**src/verilog/percr_pkg.sv**
```systemverilog
/*
  constants for the extended control register bank: page select, offsets,
  field positions, reset values and decode codes.
  assumes nothing beyond a management register port of 5-bit address, 16-bit data.
*/
package percr_pkg;
  // ****************************************************************
  // addressing
  // ****************************************************************
  localparam logic [4:0] ADDR_PAGE = 5'h1f;
  localparam logic [15:0] PAGE_EXTENDED = 16'h0001;
  localparam logic [15:0] PAGE_MAIN = 16'h0000;
  localparam logic [4:0] ADDR_EXT_LO = 5'h10;
  localparam logic [4:0] ADDR_EXT_HI = 5'h1e;
  localparam logic [4:0] ADDR_CRC_GOOD = 5'h12;
  localparam logic [4:0] ADDR_LOOP_DET = 5'h13;
  localparam logic [4:0] ADDR_PWR_SPEED = 5'h14;

  // ****************************************************************
  // good-crc counter fields
  // ****************************************************************
  localparam int CRC_SEEN_BIT = 15;
  localparam int CRC_CNT_W = 14;

  // ****************************************************************
  // loopback / detect fields
  // ****************************************************************
  localparam int LD_IND_HI = 15;
  localparam int LD_IND_LO = 12;
  localparam int LD_BLINK = 11;
  localparam int LD_MEDIA_LB_EN = 10;
  localparam int LD_MEDIA_MODE_HI = 9;
  localparam int LD_MEDIA_MODE_LO = 8;
  localparam int LD_MAC_LB_EN = 7;
  localparam int LD_MAC_MODE_HI = 6;
  localparam int LD_MAC_MODE_LO = 5;
  localparam int LD_FAST_FAIL = 4;
  localparam int LD_XOVER_HI = 3;
  localparam int LD_XOVER_LO = 2;
  localparam int LD_SIGNAL_DETECT_INPUT_POL = 0;
  localparam logic [15:0] LD_WR_MASK = 16'hfffd;

  // ****************************************************************
  // power-save / speed fields
  // ****************************************************************
  localparam int PS_NO_CEXT = 15;
  localparam int PS_SLEEP_HI = 14;
  localparam int PS_SLEEP_LO = 13;
  localparam int PS_WAKE_HI = 12;
  localparam int PS_WAKE_LO = 11;
  localparam int PS_CLK_SEL = 8;
  localparam int PS_MEDIA_HI = 7;
  localparam int PS_MEDIA_LO = 6;
  localparam int PS_NO_PREAMBLE = 5;
  localparam int PS_DSHIFT_EN = 4;
  localparam int PS_DSHIFT_HI = 3;
  localparam int PS_DSHIFT_LO = 2;
  localparam int PS_DSHIFT_STAT = 1;
  // media, status and reserved bits 10, 9, 0 never take write data
  localparam logic [15:0] PS_WR_MASK = 16'hf93c;

  // ****************************************************************
  // reset values and encodings
  // ****************************************************************
  localparam logic [1:0] SLEEP_RST = 2'h1;
  localparam logic [1:0] WAKE_RST = 2'h3;
  localparam logic [1:0] DSHIFT_RST = 2'h1;
  localparam logic [1:0] LB_MODE_RST = 2'h0;
  localparam logic [1:0] XOVER_AUTO = 2'h0;
  localparam logic [1:0] XOVER_RSVD = 2'h1;
  localparam logic [1:0] XOVER_STRAIGHT = 2'h2;
  localparam logic [1:0] XOVER_CROSSED = 2'h3;
  localparam logic [1:0] MEDIA_RSVD = 2'h3;
  localparam logic [2:0] DSHIFT_BASE = 3'h2;
endpackage

```
**src/verilog/percr_regs.sv**
```systemverilog
/*
  extended-page control register bank: good-crc counter, serial loopback and
  detect control, power-save and speed control.
  assumes a management port on clock_in, straps stable at reset release,
  and event/status inputs already on clock_in.
*/
`timescale 1ns/1ps
module percr_regs #(
  parameter bit IS_FIRST_PORT = 1'b1
) (
  // clock and reset
  input wire logic clock_in,
  input wire logic reset_in,
  // management register port
  input wire logic [4:0] addr_in,
  input wire logic [15:0] wdata_in,
  input wire logic wr_in,
  input wire logic rd_in,
  output logic [15:0] rdata_out,
  // straps, sampled after reset release
  input wire logic strap_blink_in,
  input wire logic strap_signal_detect_input_low_in,
  input wire logic strap_clk_fast_in,
  input wire logic strap_dshift_en_in,
  // device status and events
  input wire logic good_crc_packet_in,
  input wire logic [1:0] media_status_in,
  input wire logic dshift_status_in,
  input wire logic signal_detect_input,
  // control outputs
  output logic [3:0] indicator_ext_mode_out,
  output logic indicator_blink_out,
  output logic media_loop_en_out,
  output logic [1:0] media_loop_mode_out,
  output logic mac_loop_en_out,
  output logic [1:0] mac_loop_mode_out,
  output logic far_loop_iso_block_out,
  output logic fast_fail_en_out,
  output logic shared_io_pin_nine_gpio_out,
  output logic xover_auto_out,
  output logic xover_crossed_out,
  output logic signal_detect_out,
  output logic no_carrier_ext_out,
  output logic [1:0] sleep_sel_out,
  output logic [1:0] wake_sel_out,
  output logic clock_output_pin_fast_out,
  output logic no_preamble_out,
  output logic dshift_en_out,
  output logic [2:0] dshift_attempts_out
);

  // ****************************************************************
  // state
  // ****************************************************************
  typedef struct packed {
    logic [15:0] page;
    logic strap_done;
    logic pkt_seen;
    logic [13:0] crc_cnt;
    logic [15:0] loop_det;
    logic [15:0] pwr;
    logic [1:0] media;
    logic dshift_stat;
    logic [1:0] sd_sync;
    logic [15:0] rdata;
    logic [3:0] ind;
    logic blink;
    logic m_en;
    logic [1:0] m_mode;
    logic c_en;
    logic [1:0] c_mode;
    logic block;
    logic ff_en;
    logic gpio;
    logic x_auto;
    logic x_cross;
    logic sd;
    logic no_cext;
    logic [1:0] sleep;
    logic [1:0] wake;
    logic clk_fast;
    logic no_pre;
    logic ds_en;
    logic [2:0] ds_att;
  } percr_state_s;

  percr_state_s st_r;
  percr_state_s st_nxt;

  // extended window decode used by both read and write paths
  function automatic logic ext_hit(input logic [15:0] page, input logic [4:0] a,
                                   input logic [4:0] reg_a);
    ext_hit = (page == percr_pkg::PAGE_EXTENDED) && (a == reg_a);
  endfunction

  logic [15:0] crc_view;
  logic [15:0] pwr_view;
  logic rd_crc;

  // ****************************************************************
  // next state
  // ****************************************************************
  always_comb begin
    st_nxt = st_r;
    crc_view = '0;
    crc_view[percr_pkg::CRC_SEEN_BIT] = st_r.pkt_seen;
    crc_view[percr_pkg::CRC_CNT_W-1:0] = st_r.crc_cnt;
    pwr_view = st_r.pwr;
    pwr_view[percr_pkg::PS_MEDIA_HI:percr_pkg::PS_MEDIA_LO] = st_r.media;
    pwr_view[percr_pkg::PS_DSHIFT_STAT] = st_r.dshift_stat;
    rd_crc = rd_in && ext_hit(st_r.page, addr_in, percr_pkg::ADDR_CRC_GOOD);

    // status capture; reserved media code is not reported
    st_nxt.media = (media_status_in == percr_pkg::MEDIA_RSVD) ? 2'h0 : media_status_in;
    st_nxt.dshift_stat = dshift_status_in;
    st_nxt.sd_sync = {st_r.sd_sync[0], signal_detect_input};

    // straps land once, the first cycle after reset release
    if (!st_r.strap_done) begin
      st_nxt.strap_done = 1'b1;
      st_nxt.loop_det[percr_pkg::LD_BLINK] = strap_blink_in;
      st_nxt.loop_det[percr_pkg::LD_SIGNAL_DETECT_INPUT_POL] = strap_signal_detect_input_low_in;
      st_nxt.pwr[percr_pkg::PS_CLK_SEL] = IS_FIRST_PORT & strap_clk_fast_in;
      st_nxt.pwr[percr_pkg::PS_DSHIFT_EN] = strap_dshift_en_in;
    end

    // read clears the counter; an event in that cycle survives as one count
    if (rd_crc) begin
      st_nxt.pkt_seen = good_crc_packet_in;
      st_nxt.crc_cnt = good_crc_packet_in ? 14'h0001 : 14'h0000;
    end else if (good_crc_packet_in) begin
      st_nxt.pkt_seen = 1'b1;
      st_nxt.crc_cnt = st_r.crc_cnt + 14'h0001;
    end

    // writes
    if (wr_in) begin
      if (addr_in == percr_pkg::ADDR_PAGE) begin
        st_nxt.page = wdata_in;
      end else if (ext_hit(st_r.page, addr_in, percr_pkg::ADDR_LOOP_DET)) begin
        st_nxt.loop_det = wdata_in & percr_pkg::LD_WR_MASK;
      end else if (ext_hit(st_r.page, addr_in, percr_pkg::ADDR_PWR_SPEED)) begin
        st_nxt.pwr = wdata_in & percr_pkg::PS_WR_MASK;
        // clock select only exists in the first port copy
        if (!IS_FIRST_PORT) begin
          st_nxt.pwr[percr_pkg::PS_CLK_SEL] = 1'b0;
        end
      end
    end

    // reads: data lands one cycle later; unmapped reads give zero
    st_nxt.rdata = '0;
    if (rd_in) begin
      if (addr_in == percr_pkg::ADDR_PAGE) begin
        st_nxt.rdata = st_r.page;
      end else if (rd_crc) begin
        st_nxt.rdata = crc_view;
      end else if (ext_hit(st_r.page, addr_in, percr_pkg::ADDR_LOOP_DET)) begin
        st_nxt.rdata = st_r.loop_det;
      end else if (ext_hit(st_r.page, addr_in, percr_pkg::ADDR_PWR_SPEED)) begin
        st_nxt.rdata = pwr_view;
      end
    end

    // decoded controls, registered straight to outputs
    st_nxt.ind = st_r.loop_det[percr_pkg::LD_IND_HI:percr_pkg::LD_IND_LO];
    st_nxt.blink = st_r.loop_det[percr_pkg::LD_BLINK];
    st_nxt.m_en = st_r.loop_det[percr_pkg::LD_MEDIA_LB_EN];
    st_nxt.m_mode = st_r.loop_det[percr_pkg::LD_MEDIA_MODE_HI:percr_pkg::LD_MEDIA_MODE_LO];
    st_nxt.c_en = st_r.loop_det[percr_pkg::LD_MAC_LB_EN];
    st_nxt.c_mode = st_r.loop_det[percr_pkg::LD_MAC_MODE_HI:percr_pkg::LD_MAC_MODE_LO];
    // either loopback overrides far-end loopback and isolate
    st_nxt.block = st_r.loop_det[percr_pkg::LD_MEDIA_LB_EN] |
                   st_r.loop_det[percr_pkg::LD_MAC_LB_EN];
    st_nxt.ff_en = st_r.loop_det[percr_pkg::LD_FAST_FAIL];
    st_nxt.gpio = ~st_r.loop_det[percr_pkg::LD_FAST_FAIL];
    // reserved crossover code falls back to automatic
    case (st_r.loop_det[percr_pkg::LD_XOVER_HI:percr_pkg::LD_XOVER_LO])
      percr_pkg::XOVER_STRAIGHT: begin
        st_nxt.x_auto = 1'b0;
        st_nxt.x_cross = 1'b0;
      end
      percr_pkg::XOVER_CROSSED: begin
        st_nxt.x_auto = 1'b0;
        st_nxt.x_cross = 1'b1;
      end
      default: begin
        st_nxt.x_auto = 1'b1;
        st_nxt.x_cross = 1'b0;
      end
    endcase
    // normalised to active high
    st_nxt.sd = st_r.sd_sync[1] ^ st_r.loop_det[percr_pkg::LD_SIGNAL_DETECT_INPUT_POL];
    st_nxt.no_cext = st_r.pwr[percr_pkg::PS_NO_CEXT];
    st_nxt.sleep = st_r.pwr[percr_pkg::PS_SLEEP_HI:percr_pkg::PS_SLEEP_LO];
    st_nxt.wake = st_r.pwr[percr_pkg::PS_WAKE_HI:percr_pkg::PS_WAKE_LO];
    st_nxt.clk_fast = st_r.pwr[percr_pkg::PS_CLK_SEL];
    st_nxt.no_pre = st_r.pwr[percr_pkg::PS_NO_PREAMBLE];
    st_nxt.ds_en = st_r.pwr[percr_pkg::PS_DSHIFT_EN];
    st_nxt.ds_att = {1'b0, st_r.pwr[percr_pkg::PS_DSHIFT_HI:percr_pkg::PS_DSHIFT_LO]} +
                    percr_pkg::DSHIFT_BASE;
  end

  // ****************************************************************
  // registers
  // ****************************************************************
  always_ff @(posedge clock_in or posedge reset_in) begin
    if (reset_in) begin
      st_r <= '0;
      st_r.page <= percr_pkg::PAGE_MAIN;
      st_r.pwr[percr_pkg::PS_SLEEP_HI:percr_pkg::PS_SLEEP_LO] <= percr_pkg::SLEEP_RST;
      st_r.pwr[percr_pkg::PS_WAKE_HI:percr_pkg::PS_WAKE_LO] <= percr_pkg::WAKE_RST;
      st_r.pwr[percr_pkg::PS_DSHIFT_HI:percr_pkg::PS_DSHIFT_LO] <= percr_pkg::DSHIFT_RST;
      st_r.sleep <= percr_pkg::SLEEP_RST;
      st_r.wake <= percr_pkg::WAKE_RST;
      st_r.ds_att <= {1'b0, percr_pkg::DSHIFT_RST} + percr_pkg::DSHIFT_BASE;
      st_r.x_auto <= 1'b1;
      st_r.gpio <= 1'b1;
    end else begin
      st_r <= st_nxt;
    end
  end

  // ****************************************************************
  // outputs
  // ****************************************************************
  assign rdata_out = st_r.rdata;
  assign indicator_ext_mode_out = st_r.ind;
  assign indicator_blink_out = st_r.blink;
  assign media_loop_en_out = st_r.m_en;
  assign media_loop_mode_out = st_r.m_mode;
  assign mac_loop_en_out = st_r.c_en;
  assign mac_loop_mode_out = st_r.c_mode;
  assign far_loop_iso_block_out = st_r.block;
  assign fast_fail_en_out = st_r.ff_en;
  assign shared_io_pin_nine_gpio_out = st_r.gpio;
  assign xover_auto_out = st_r.x_auto;
  assign xover_crossed_out = st_r.x_cross;
  assign signal_detect_out = st_r.sd;
  assign no_carrier_ext_out = st_r.no_cext;
  assign sleep_sel_out = st_r.sleep;
  assign wake_sel_out = st_r.wake;
  assign clock_output_pin_fast_out = st_r.clk_fast;
  assign no_preamble_out = st_r.no_pre;
  assign dshift_en_out = st_r.ds_en;
  assign dshift_attempts_out = st_r.ds_att;

endmodule // percr_regs
```
**config.mk**
```make
export PLATFORM = sky130hd
export DESIGN_NAME = percr_regs
export DESIGN_NICKNAME = d
export VERILOG_FILES = /design/src/verilog/percr_pkg.sv /design/src/verilog/percr_regs.sv
export SDC_FILE = /design/constraint.sdc
export NUM_CORES = 1
export LEC_CHECK = 0
export BUFFER_PORTS_ARGS = -buffer_cell sky130_fd_sc_hd__buf_2
export CORE_MARGIN = 2
export CORE_UTILIZATION = 52
export CTS_BUF_LIST = sky130_fd_sc_hd__clkbuf_8
export CTS_CLUSTER_SIZE = 24
export DETAILED_ROUTE_END_ITERATION = 10
export PLACE_DENSITY = 0.79
export SYNTH_ARGS = -nofsm -noshare
export SYNTH_HDL_FRONTEND = slang
export SYNTH_SLANG_ARGS = --single-unit
export TNS_END_PERCENT = 1
```
**constraint.sdc**
```tcl
create_clock -name clock_in -period 3.47 [get_ports clock_in]
set_input_delay 0.694 -clock clock_in [delete_from_list [all_inputs] [get_ports clock_in]]
set_output_delay 0.694 -clock clock_in [all_outputs]
set_load 0.03 [all_outputs]
```
**Word-level counts from Yosys, hierarchy flattened**

Cells that the tools add are included.

- Word-level logic and storage cells: 73
- Register bits: 106

- Equal/unequal tests: 8
- Bitwise gates (word level): 5
- Add/sub/neg operators: 2
- Reduce and logical (&&, ||, !) cells: 8
- Mux-type cells: 19

Operators with widths:

| operator | number |
|---|---|
| $mux 16 | 7 |
| $mux 28 | 2 |
| $mux 15 | 2 |
| $eq 5x5->1 const B | 4 |
| $eq 16x1->1 const B | 1 |
| $add 14x1->14 const B | 1 |
| $mux 12 | 1 |
| $eq 2x2->1 const B | 3 |
| $mux 1 | 5 |
| $logic_and 1x1->1 | 4 |
| $pmux 2 s2 | 1 |
| $reduce_and 4->1 | 1 |
| $add 2x2->3 const B | 1 |
| $not 1->1 | 3 |
| $reduce_and 3->1 | 1 |
| $mux 2 | 1 |
| $reduce_and 2->1 | 1 |
| $reduce_bool 2->1 | 1 |
| $or 1x1->1 | 1 |
| $xor 1x1->1 | 1 |

**Logic depth before layout (Yosys ltp)**

- Depth after elaboration: 7
- Gate-level depth with buffers: 7
- Depth with buffers taken out: 5

**Worst setup path after synthesis**

No wires, ideal clock.

- Path type: input-to-reg
- From: input addr_in[2]
- To: register st_r, in the netlist st_nxt[15]
- Arrival time: 2.025 ns
- Required time: 3.343 ns
- Library setup time: 0.127 ns
- Path slack: 1.317 ns
- Cell stages on the path: 7
- Cell sequence: nor4bb_1 -> buf_2 -> and2_1 -> and4bb_1 -> buf_4 -> buf_6 -> mux2_1

- Cells in the longest elaborated chain, start to end: 3
- Elaborated cells between the ends (all ways): 5
- Those cells by class: 2 x eq/ne; 1 x bitwise; 2 x reduce/logical

Ends and longest elaborated chain:

| item | RTL line | text |
|---|---|---|
| start: declaration | percr_regs.sv:15 | `input wire logic [4:0] addr_in,` |
| $eq 5x5->1, on equally long branches | percr_regs.sv:93, percr_regs.sv:138 |  |
| $logic_and 1x1->1 or $not 1->1 (tied branches) | n/a |  |
| $reduce_and 3->1 (no line) * | n/a |  |
| end signal: assignment | percr_regs.sv:220 | `st_r <= st_nxt;` |
| end: declaration | percr_regs.sv:87 | `percr_state_s st_r;` |

Every way passes the cells marked *; elsewhere a longest branch is shown, timed or not.
A chain may end at the register's enable or synchronous reset.

**Final worst setup path**

- From: input addr_in[2]
- To: register st_r, in the netlist st_nxt[21]

Same word-level chain as after synthesis.

==> impl_results.html <==
<table>
<tr><th>Metric</th><th>Value</th></tr>
<tr><th colspan="2">Place</th></tr>
<tr><td>Post-DP HPWL</td><td>between 6000 and 7000 um</td></tr>
<tr><td>Worst setup slack before clock tree synthesis</td><td>~530 ps</td></tr>
<tr><td>Port buffer count</td><td>slightly below 80</td></tr>
<tr><td>Final weighted congestion of routability-driven global placement</td><td>roughly 0.90</td></tr>
<tr><th colspan="2">Worst setup path</th></tr>
<tr><td>Critical Path Start Type</td><td>primary input</td></tr>
<tr><td>Category of the worst setup path capture point</td><td>flip-flop</td></tr>
<tr><td>Max Fanout on Critical Path</td><td>15</td></tr>
<tr><td>Combined buffer and inverter count along the critical path</td><td>3</td></tr>
<tr><td>Capture point of the worst reg-to-reg path</td><td>crc_view[9]</td></tr>
<tr><td>Critical-path cell list</td><td>buf_2 &gt; nor4bb_1 &gt; buf_4 &gt; and2_1 &gt; buf_4 &gt; and4bb_1 &gt; mux2_1</td></tr>
<tr><td>WP data required</td><td>about 3700 ps</td></tr>
<tr><td>Cell at the slowest stage of the critical path</td><td>sky130_fd_sc_hd__and4bb_1</td></tr>
<tr><td>Largest delay share family, worst path</td><td>simple AND/OR/NAND/NOR gates</td></tr>
<tr><td>Slack of the worst reg-to-reg path</td><td>920 ps</td></tr>
<tr><td>Source of the worst register-to-register timing path</td><td>st_r[105]</td></tr>
<tr><td>Most frequent CP cell</td><td>sky130_fd_sc_hd__buf_4</td></tr>
<tr><td>Worst stage delay on the critical path</td><td>780 ps</td></tr>
<tr><td>Critical path class</td><td>primary input to flip-flop</td></tr>
<tr><td>Critical Path AT</td><td>roughly 2800 ps</td></tr>
<tr><td>Worst reg-to-reg path cell count</td><td>4</td></tr>
<tr><th colspan="2">Synth</th></tr>
<tr><td>Most used standard cells in the synthesized netlist</td><td>95 x sky130_fd_sc_hd__dfrtp_1, 32 x sky130_fd_sc_hd__buf_4, 30 x sky130_fd_sc_hd__mux2_1</td></tr>
<tr><td>Area fraction of the dominant cell type after synthesis</td><td>0.5275</td></tr>
<tr><td>Async S/R FF share, synth</td><td>1.000</td></tr>
<tr><td>Instance count of the mapped netlist</td><td>~360</td></tr>
<tr><td>Mapped Avg Cell Area</td><td>between 10 and 15 um^2</td></tr>
<tr><td>Post-synth net total</td><td>just under 400</td></tr>
<tr><td>Area of the mapped netlist</td><td>~0.0045 mm^2</td></tr>
<tr><td>Post-synthesis sequential element count</td><td>~110</td></tr>
<tr><td>Number of flops mapped to enable cells by yosys</td><td>0</td></tr>
<tr><td>Sequential-to-total area share from yosys stat</td><td>0.5916</td></tr>
<tr><td>Top post-synthesis cells by area</td><td>sky130_fd_sc_hd__dfrtp_1 53%, sky130_fd_sc_hd__mux2_1 7.5%, sky130_fd_sc_hd__dfstp_2 6.4%</td></tr>
<tr><td>Most used flip-flop cell after synthesis</td><td>sky130_fd_sc_hd__dfrtp_1</td></tr>
<tr><td>Distinct cell type count of the synthesized netlist</td><td>between 40 and 50</td></tr>
<tr><td>Most common cell in the synthesized netlist</td><td>sky130_fd_sc_hd__dfrtp_1</td></tr>
<tr><td>Yosys warning count</td><td>0</td></tr>
<tr><td>Post-synth top area cell</td><td>sky130_fd_sc_hd__dfrtp_1</td></tr>
<tr><th colspan="2">Floorplan</th></tr>
<tr><td>Number of rows in the core area</td><td>33</td></tr>
<tr><td>Starting density of the core</td><td>0.5430</td></tr>
<tr><td>Height of the die</td><td>between 90 and 100 um</td></tr>
<tr><td>Floorplan die area</td><td>approximately 0.0094 mm^2</td></tr>
<tr><td>Number of top-level pins</td><td>around 80</td></tr>
<tr><td>Total core area</td><td>between 0.008 and 0.009 mm^2</td></tr>
<tr><td>Horizontal die dimension</td><td>roughly 100 um</td></tr>
<tr><th colspan="2">Clock network</th></tr>
<tr><td>Clock tree from TritonCTS</td><td>yes</td></tr>
<tr><td>Number of hold-repair buffers added at the cts stage</td><td>0</td></tr>
<tr><td>Clk_lat worst skew</td><td>~360 ps</td></tr>
<tr><td>Total CTS buffers</td><td>9</td></tr>
<tr><td>Clk pin slew, worst setup/hold paths</td><td>about 100 ps</td></tr>
<tr><td>Clock Sink Count</td><td>around 110</td></tr>
<tr><td>Number of gates resized after cts</td><td>0</td></tr>
<tr><td>Clock Tree Root</td><td>sky130_fd_sc_hd__clkbuf_8</td></tr>
<tr><td>Number of H-tree levels</td><td>3</td></tr>
<tr><td>Postcts setup bufs</td><td>0</td></tr>
<tr><td>Worst-case clock buffer depth</td><td>2</td></tr>
<tr><th colspan="2">Worst hold path</th></tr>
<tr><td>Hold_sp</td><td>st_nxt[45]</td></tr>
<tr><td>Hold WC Path Type</td><td>flip-flop to flip-flop</td></tr>
<tr><td>Cell depth of the worst min-delay path</td><td>0</td></tr>
<tr><td>Hold-critical path endpoint</td><td>st_r[45]</td></tr>
<tr><th colspan="2">Timing</th></tr>
<tr><td>Endpoints failing hold</td><td>0</td></tr>
<tr><td>Worst slew pin tran</td><td>about 870 ps</td></tr>
<tr><td>Summed negative setup slack over all endpoints</td><td>0 ps</td></tr>
<tr><td>Max_slew headroom</td><td>0.4203</td></tr>
<tr><td>Final critical-path setup slack</td><td>869.7 ps</td></tr>
<tr><td>Post-layout min period</td><td>around 2600 ps</td></tr>
<tr><td>Setup repair after global routing missed its margin</td><td>no</td></tr>
<tr><td>Setup skew after layout</td><td>~8.7 ps</td></tr>
<tr><td>Final period utilization</td><td>0.7494</td></tr>
<tr><td>Maximum frequency from static timing analysis</td><td>384.6 MHz</td></tr>
<tr><td>Final setup violation count</td><td>0</td></tr>
<tr><td>Max Transition Viols Final</td><td>0</td></tr>
<tr><th colspan="2">GRT</th></tr>
<tr><td>Global-route usage over all layers</td><td>0.1985</td></tr>
<tr><td>Initial antenna violation count</td><td>0</td></tr>
<tr><td>Global-route wire length before repair</td><td>14910 um</td></tr>
<tr><td>Via count of the first global-routing pass</td><td>2919</td></tr>
<tr><td>Pin count of the biggest net entering global routing</td><td>55</td></tr>
<tr><td>Overflow after GRT</td><td>0</td></tr>
<tr><th colspan="2">Pwr</th></tr>
<tr><td>Ratio of total power to cell area</td><td>between 400 and 500 mW/mm^2</td></tr>
<tr><td>Peak VDD IR</td><td>~280 uV</td></tr>
<tr><td>Total leakage power</td><td>~2.4 nW</td></tr>
<tr><td>Power, Total</td><td>2.473 mW</td></tr>
<tr><th colspan="2">Flow run</th></tr>
<tr><td>Max-cap check violation count</td><td>0</td></tr>
<tr><th colspan="2">Final layout</th></tr>
<tr><td>Final Net Count</td><td>about 440</td></tr>
<tr><td>Inserted Diodes</td><td>0</td></tr>
<tr><td>Area added between synthesis and finish</td><td>9.967%</td></tr>
<tr><td>Proportion of layout cells with a drive suffix above 1</td><td>0.3177</td></tr>
<tr><th colspan="2">Status</th></tr>
<tr><td>Status</td><td>completed</td></tr>
<tr><th colspan="2">Detailed routing</th></tr>
<tr><td>Iter 0 DRT Violations</td><td>~270</td></tr>
<tr><td>Total wire length after detailed routing</td><td>between 9000 and 10000 um</td></tr>
<tr><td>Vias/cell</td><td>around 5.7</td></tr>
<tr><td>DRC Markers</td><td>0</td></tr>
<tr><td>Number of search-and-repair iterations in the first detailed-routing pass</td><td>4</td></tr>
<tr><td>Remaining antenna violation count after routing</td><td>0</td></tr>
<tr><td>Total number of vias</td><td>between 2000 and 3000</td></tr>
<tr><td>Detailed-route wire length per cell</td><td>between 15 and 20 um</td></tr>
</table>
report_power, final:
part	internal, mW	total (mW)	switching (mW)
combinational	0.116	0.264	0.148
clock	0.355	0.763	0.408
sequential	1.34	1.45	0.111
total	1.81	2.47	0.667
per-layer routing:
metal | share of wire | GRT usage
met1 | 0.45 | 0.2701
met3 | 0.055 | 0.03813
met5 | 0 | 0
met4 | 0.022 | 0.08559
met2 | 0.47 | 0.3141
layout make-up:
class | instances | area, um^2
repair buffers | 82 | 435.4
multi-input cells | 194 | 1488
flip-flops and latches | 106 | 2666
clock buffers | 10 | 137.6
well taps | 105 | 131.4
clock inverters | 6 | 65.06
fillers | 676 | 3343
inverters | 8 | 32.53
sequential cells by signal, indices dropped and copies added (netlist names), 2 cells and up:
register and flops:
crc_view 15, dshift_attempts_out 3, indicator_ext_mode_out 4, mac_loop_mode_out 2
media_loop_mode_out 2, pwr_view 13, rdata_out 16, sleep_sel_out 2
st_nxt 13, st_r 21, wake_sel_out 2
kinds of logic (layout without fill, tap and decap cells):
group | Yosys count | count (layout) | share of synthesized area
other | 1 | 1 | 0.0008321
buffers and inverters | 58 | 106 | 0.07829
and+or+nand+nor | 85 | 85 | 0.1022
muxes | 46 | 46 | 0.1147
xor gates and xnor gates | 13 | 13 | 0.02526
AOI/OAI and AO/OA | 48 | 48 | 0.08439
adders and majority gates | 1 | 1 | 0.002776
DFF | 106 | 106 | 0.5916
how the worst max path moves through the flow:
stage	from	to	slack (ps)	cells past startpoint
global route	st_r[105]	crc_view[9]	680	4
global placement	addr_in[2]	st_nxt[24]	600	7
CTS	addr_in[2]	st_nxt[21]	890	7
finish	addr_in[2]	st_nxt[21]	870	7
floorplan	reset_in	clock_output_pin_fast_out	5	1
detailed placement	addr_in[2]	st_nxt[27]	530	7
through the flow:
step	area, um^2	cells	hold WS (ps)	utilization
2_1_floorplan	4507	358	331.2	-
3_3_place_gp	4753	495	340.4	0.5727
3_5_place_dp	4753	495	335.5	0.5727
4_1_cts	4956	511	357.7	0.5972
5_1_grt	4956	511	364.6	0.5972
6_report	4956	511	356.8	0.5972
placed cells by master, fill, tap and decap left out, types with 2 or more instances in the layout:
cell / synthesis / final
sky130_fd_sc_hd__nor2b_1: 3 / 3
sky130_fd_sc_hd__buf_4: 32 / 4
sky130_fd_sc_hd__o221a_1: 3 / 3
sky130_fd_sc_hd__dfrtp_1: 95 / 95
sky130_fd_sc_hd__buf_2: 6 / 77
sky130_fd_sc_hd__and4_1: 2 / 2
sky130_fd_sc_hd__o21ai_1: 4 / 4
sky130_fd_sc_hd__a211oi_1: 10 / 10
sky130_fd_sc_hd__and3_1: 2 / 2
sky130_fd_sc_hd__and2_1: 3 / 3
sky130_fd_sc_hd__o31ai_1: 10 / 10
sky130_fd_sc_hd__mux2_2: 15 / 15
sky130_fd_sc_hd__xor2_1: 6 / 6
sky130_fd_sc_hd__inv_1: 8 / 7
sky130_fd_sc_hd__nand3_1: 12 / 12
sky130_fd_sc_hd__and4bb_1: 3 / 3
sky130_fd_sc_hd__nand2_1: 19 / 19
sky130_fd_sc_hd__nand4_1: 7 / 7
sky130_fd_sc_hd__dfstp_2: 11 / 11
sky130_fd_sc_hd__clkbuf_8: 0 / 10
sky130_fd_sc_hd__mux2_1: 30 / 30
sky130_fd_sc_hd__nor3_1: 5 / 5
sky130_fd_sc_hd__a21boi_1: 3 / 3
sky130_fd_sc_hd__nor2_1: 16 / 16
sky130_fd_sc_hd__nand2b_1: 2 / 2
sky130_fd_sc_hd__a221oi_1: 10 / 10
sky130_fd_sc_hd__a21o_1: 3 / 3
sky130_fd_sc_hd__nor4_1: 3 / 3
sky130_fd_sc_hd__xnor2_1: 7 / 7
sky130_fd_sc_hd__clkinv_2: 0 / 2
Power figures use the tool's default switching activity.
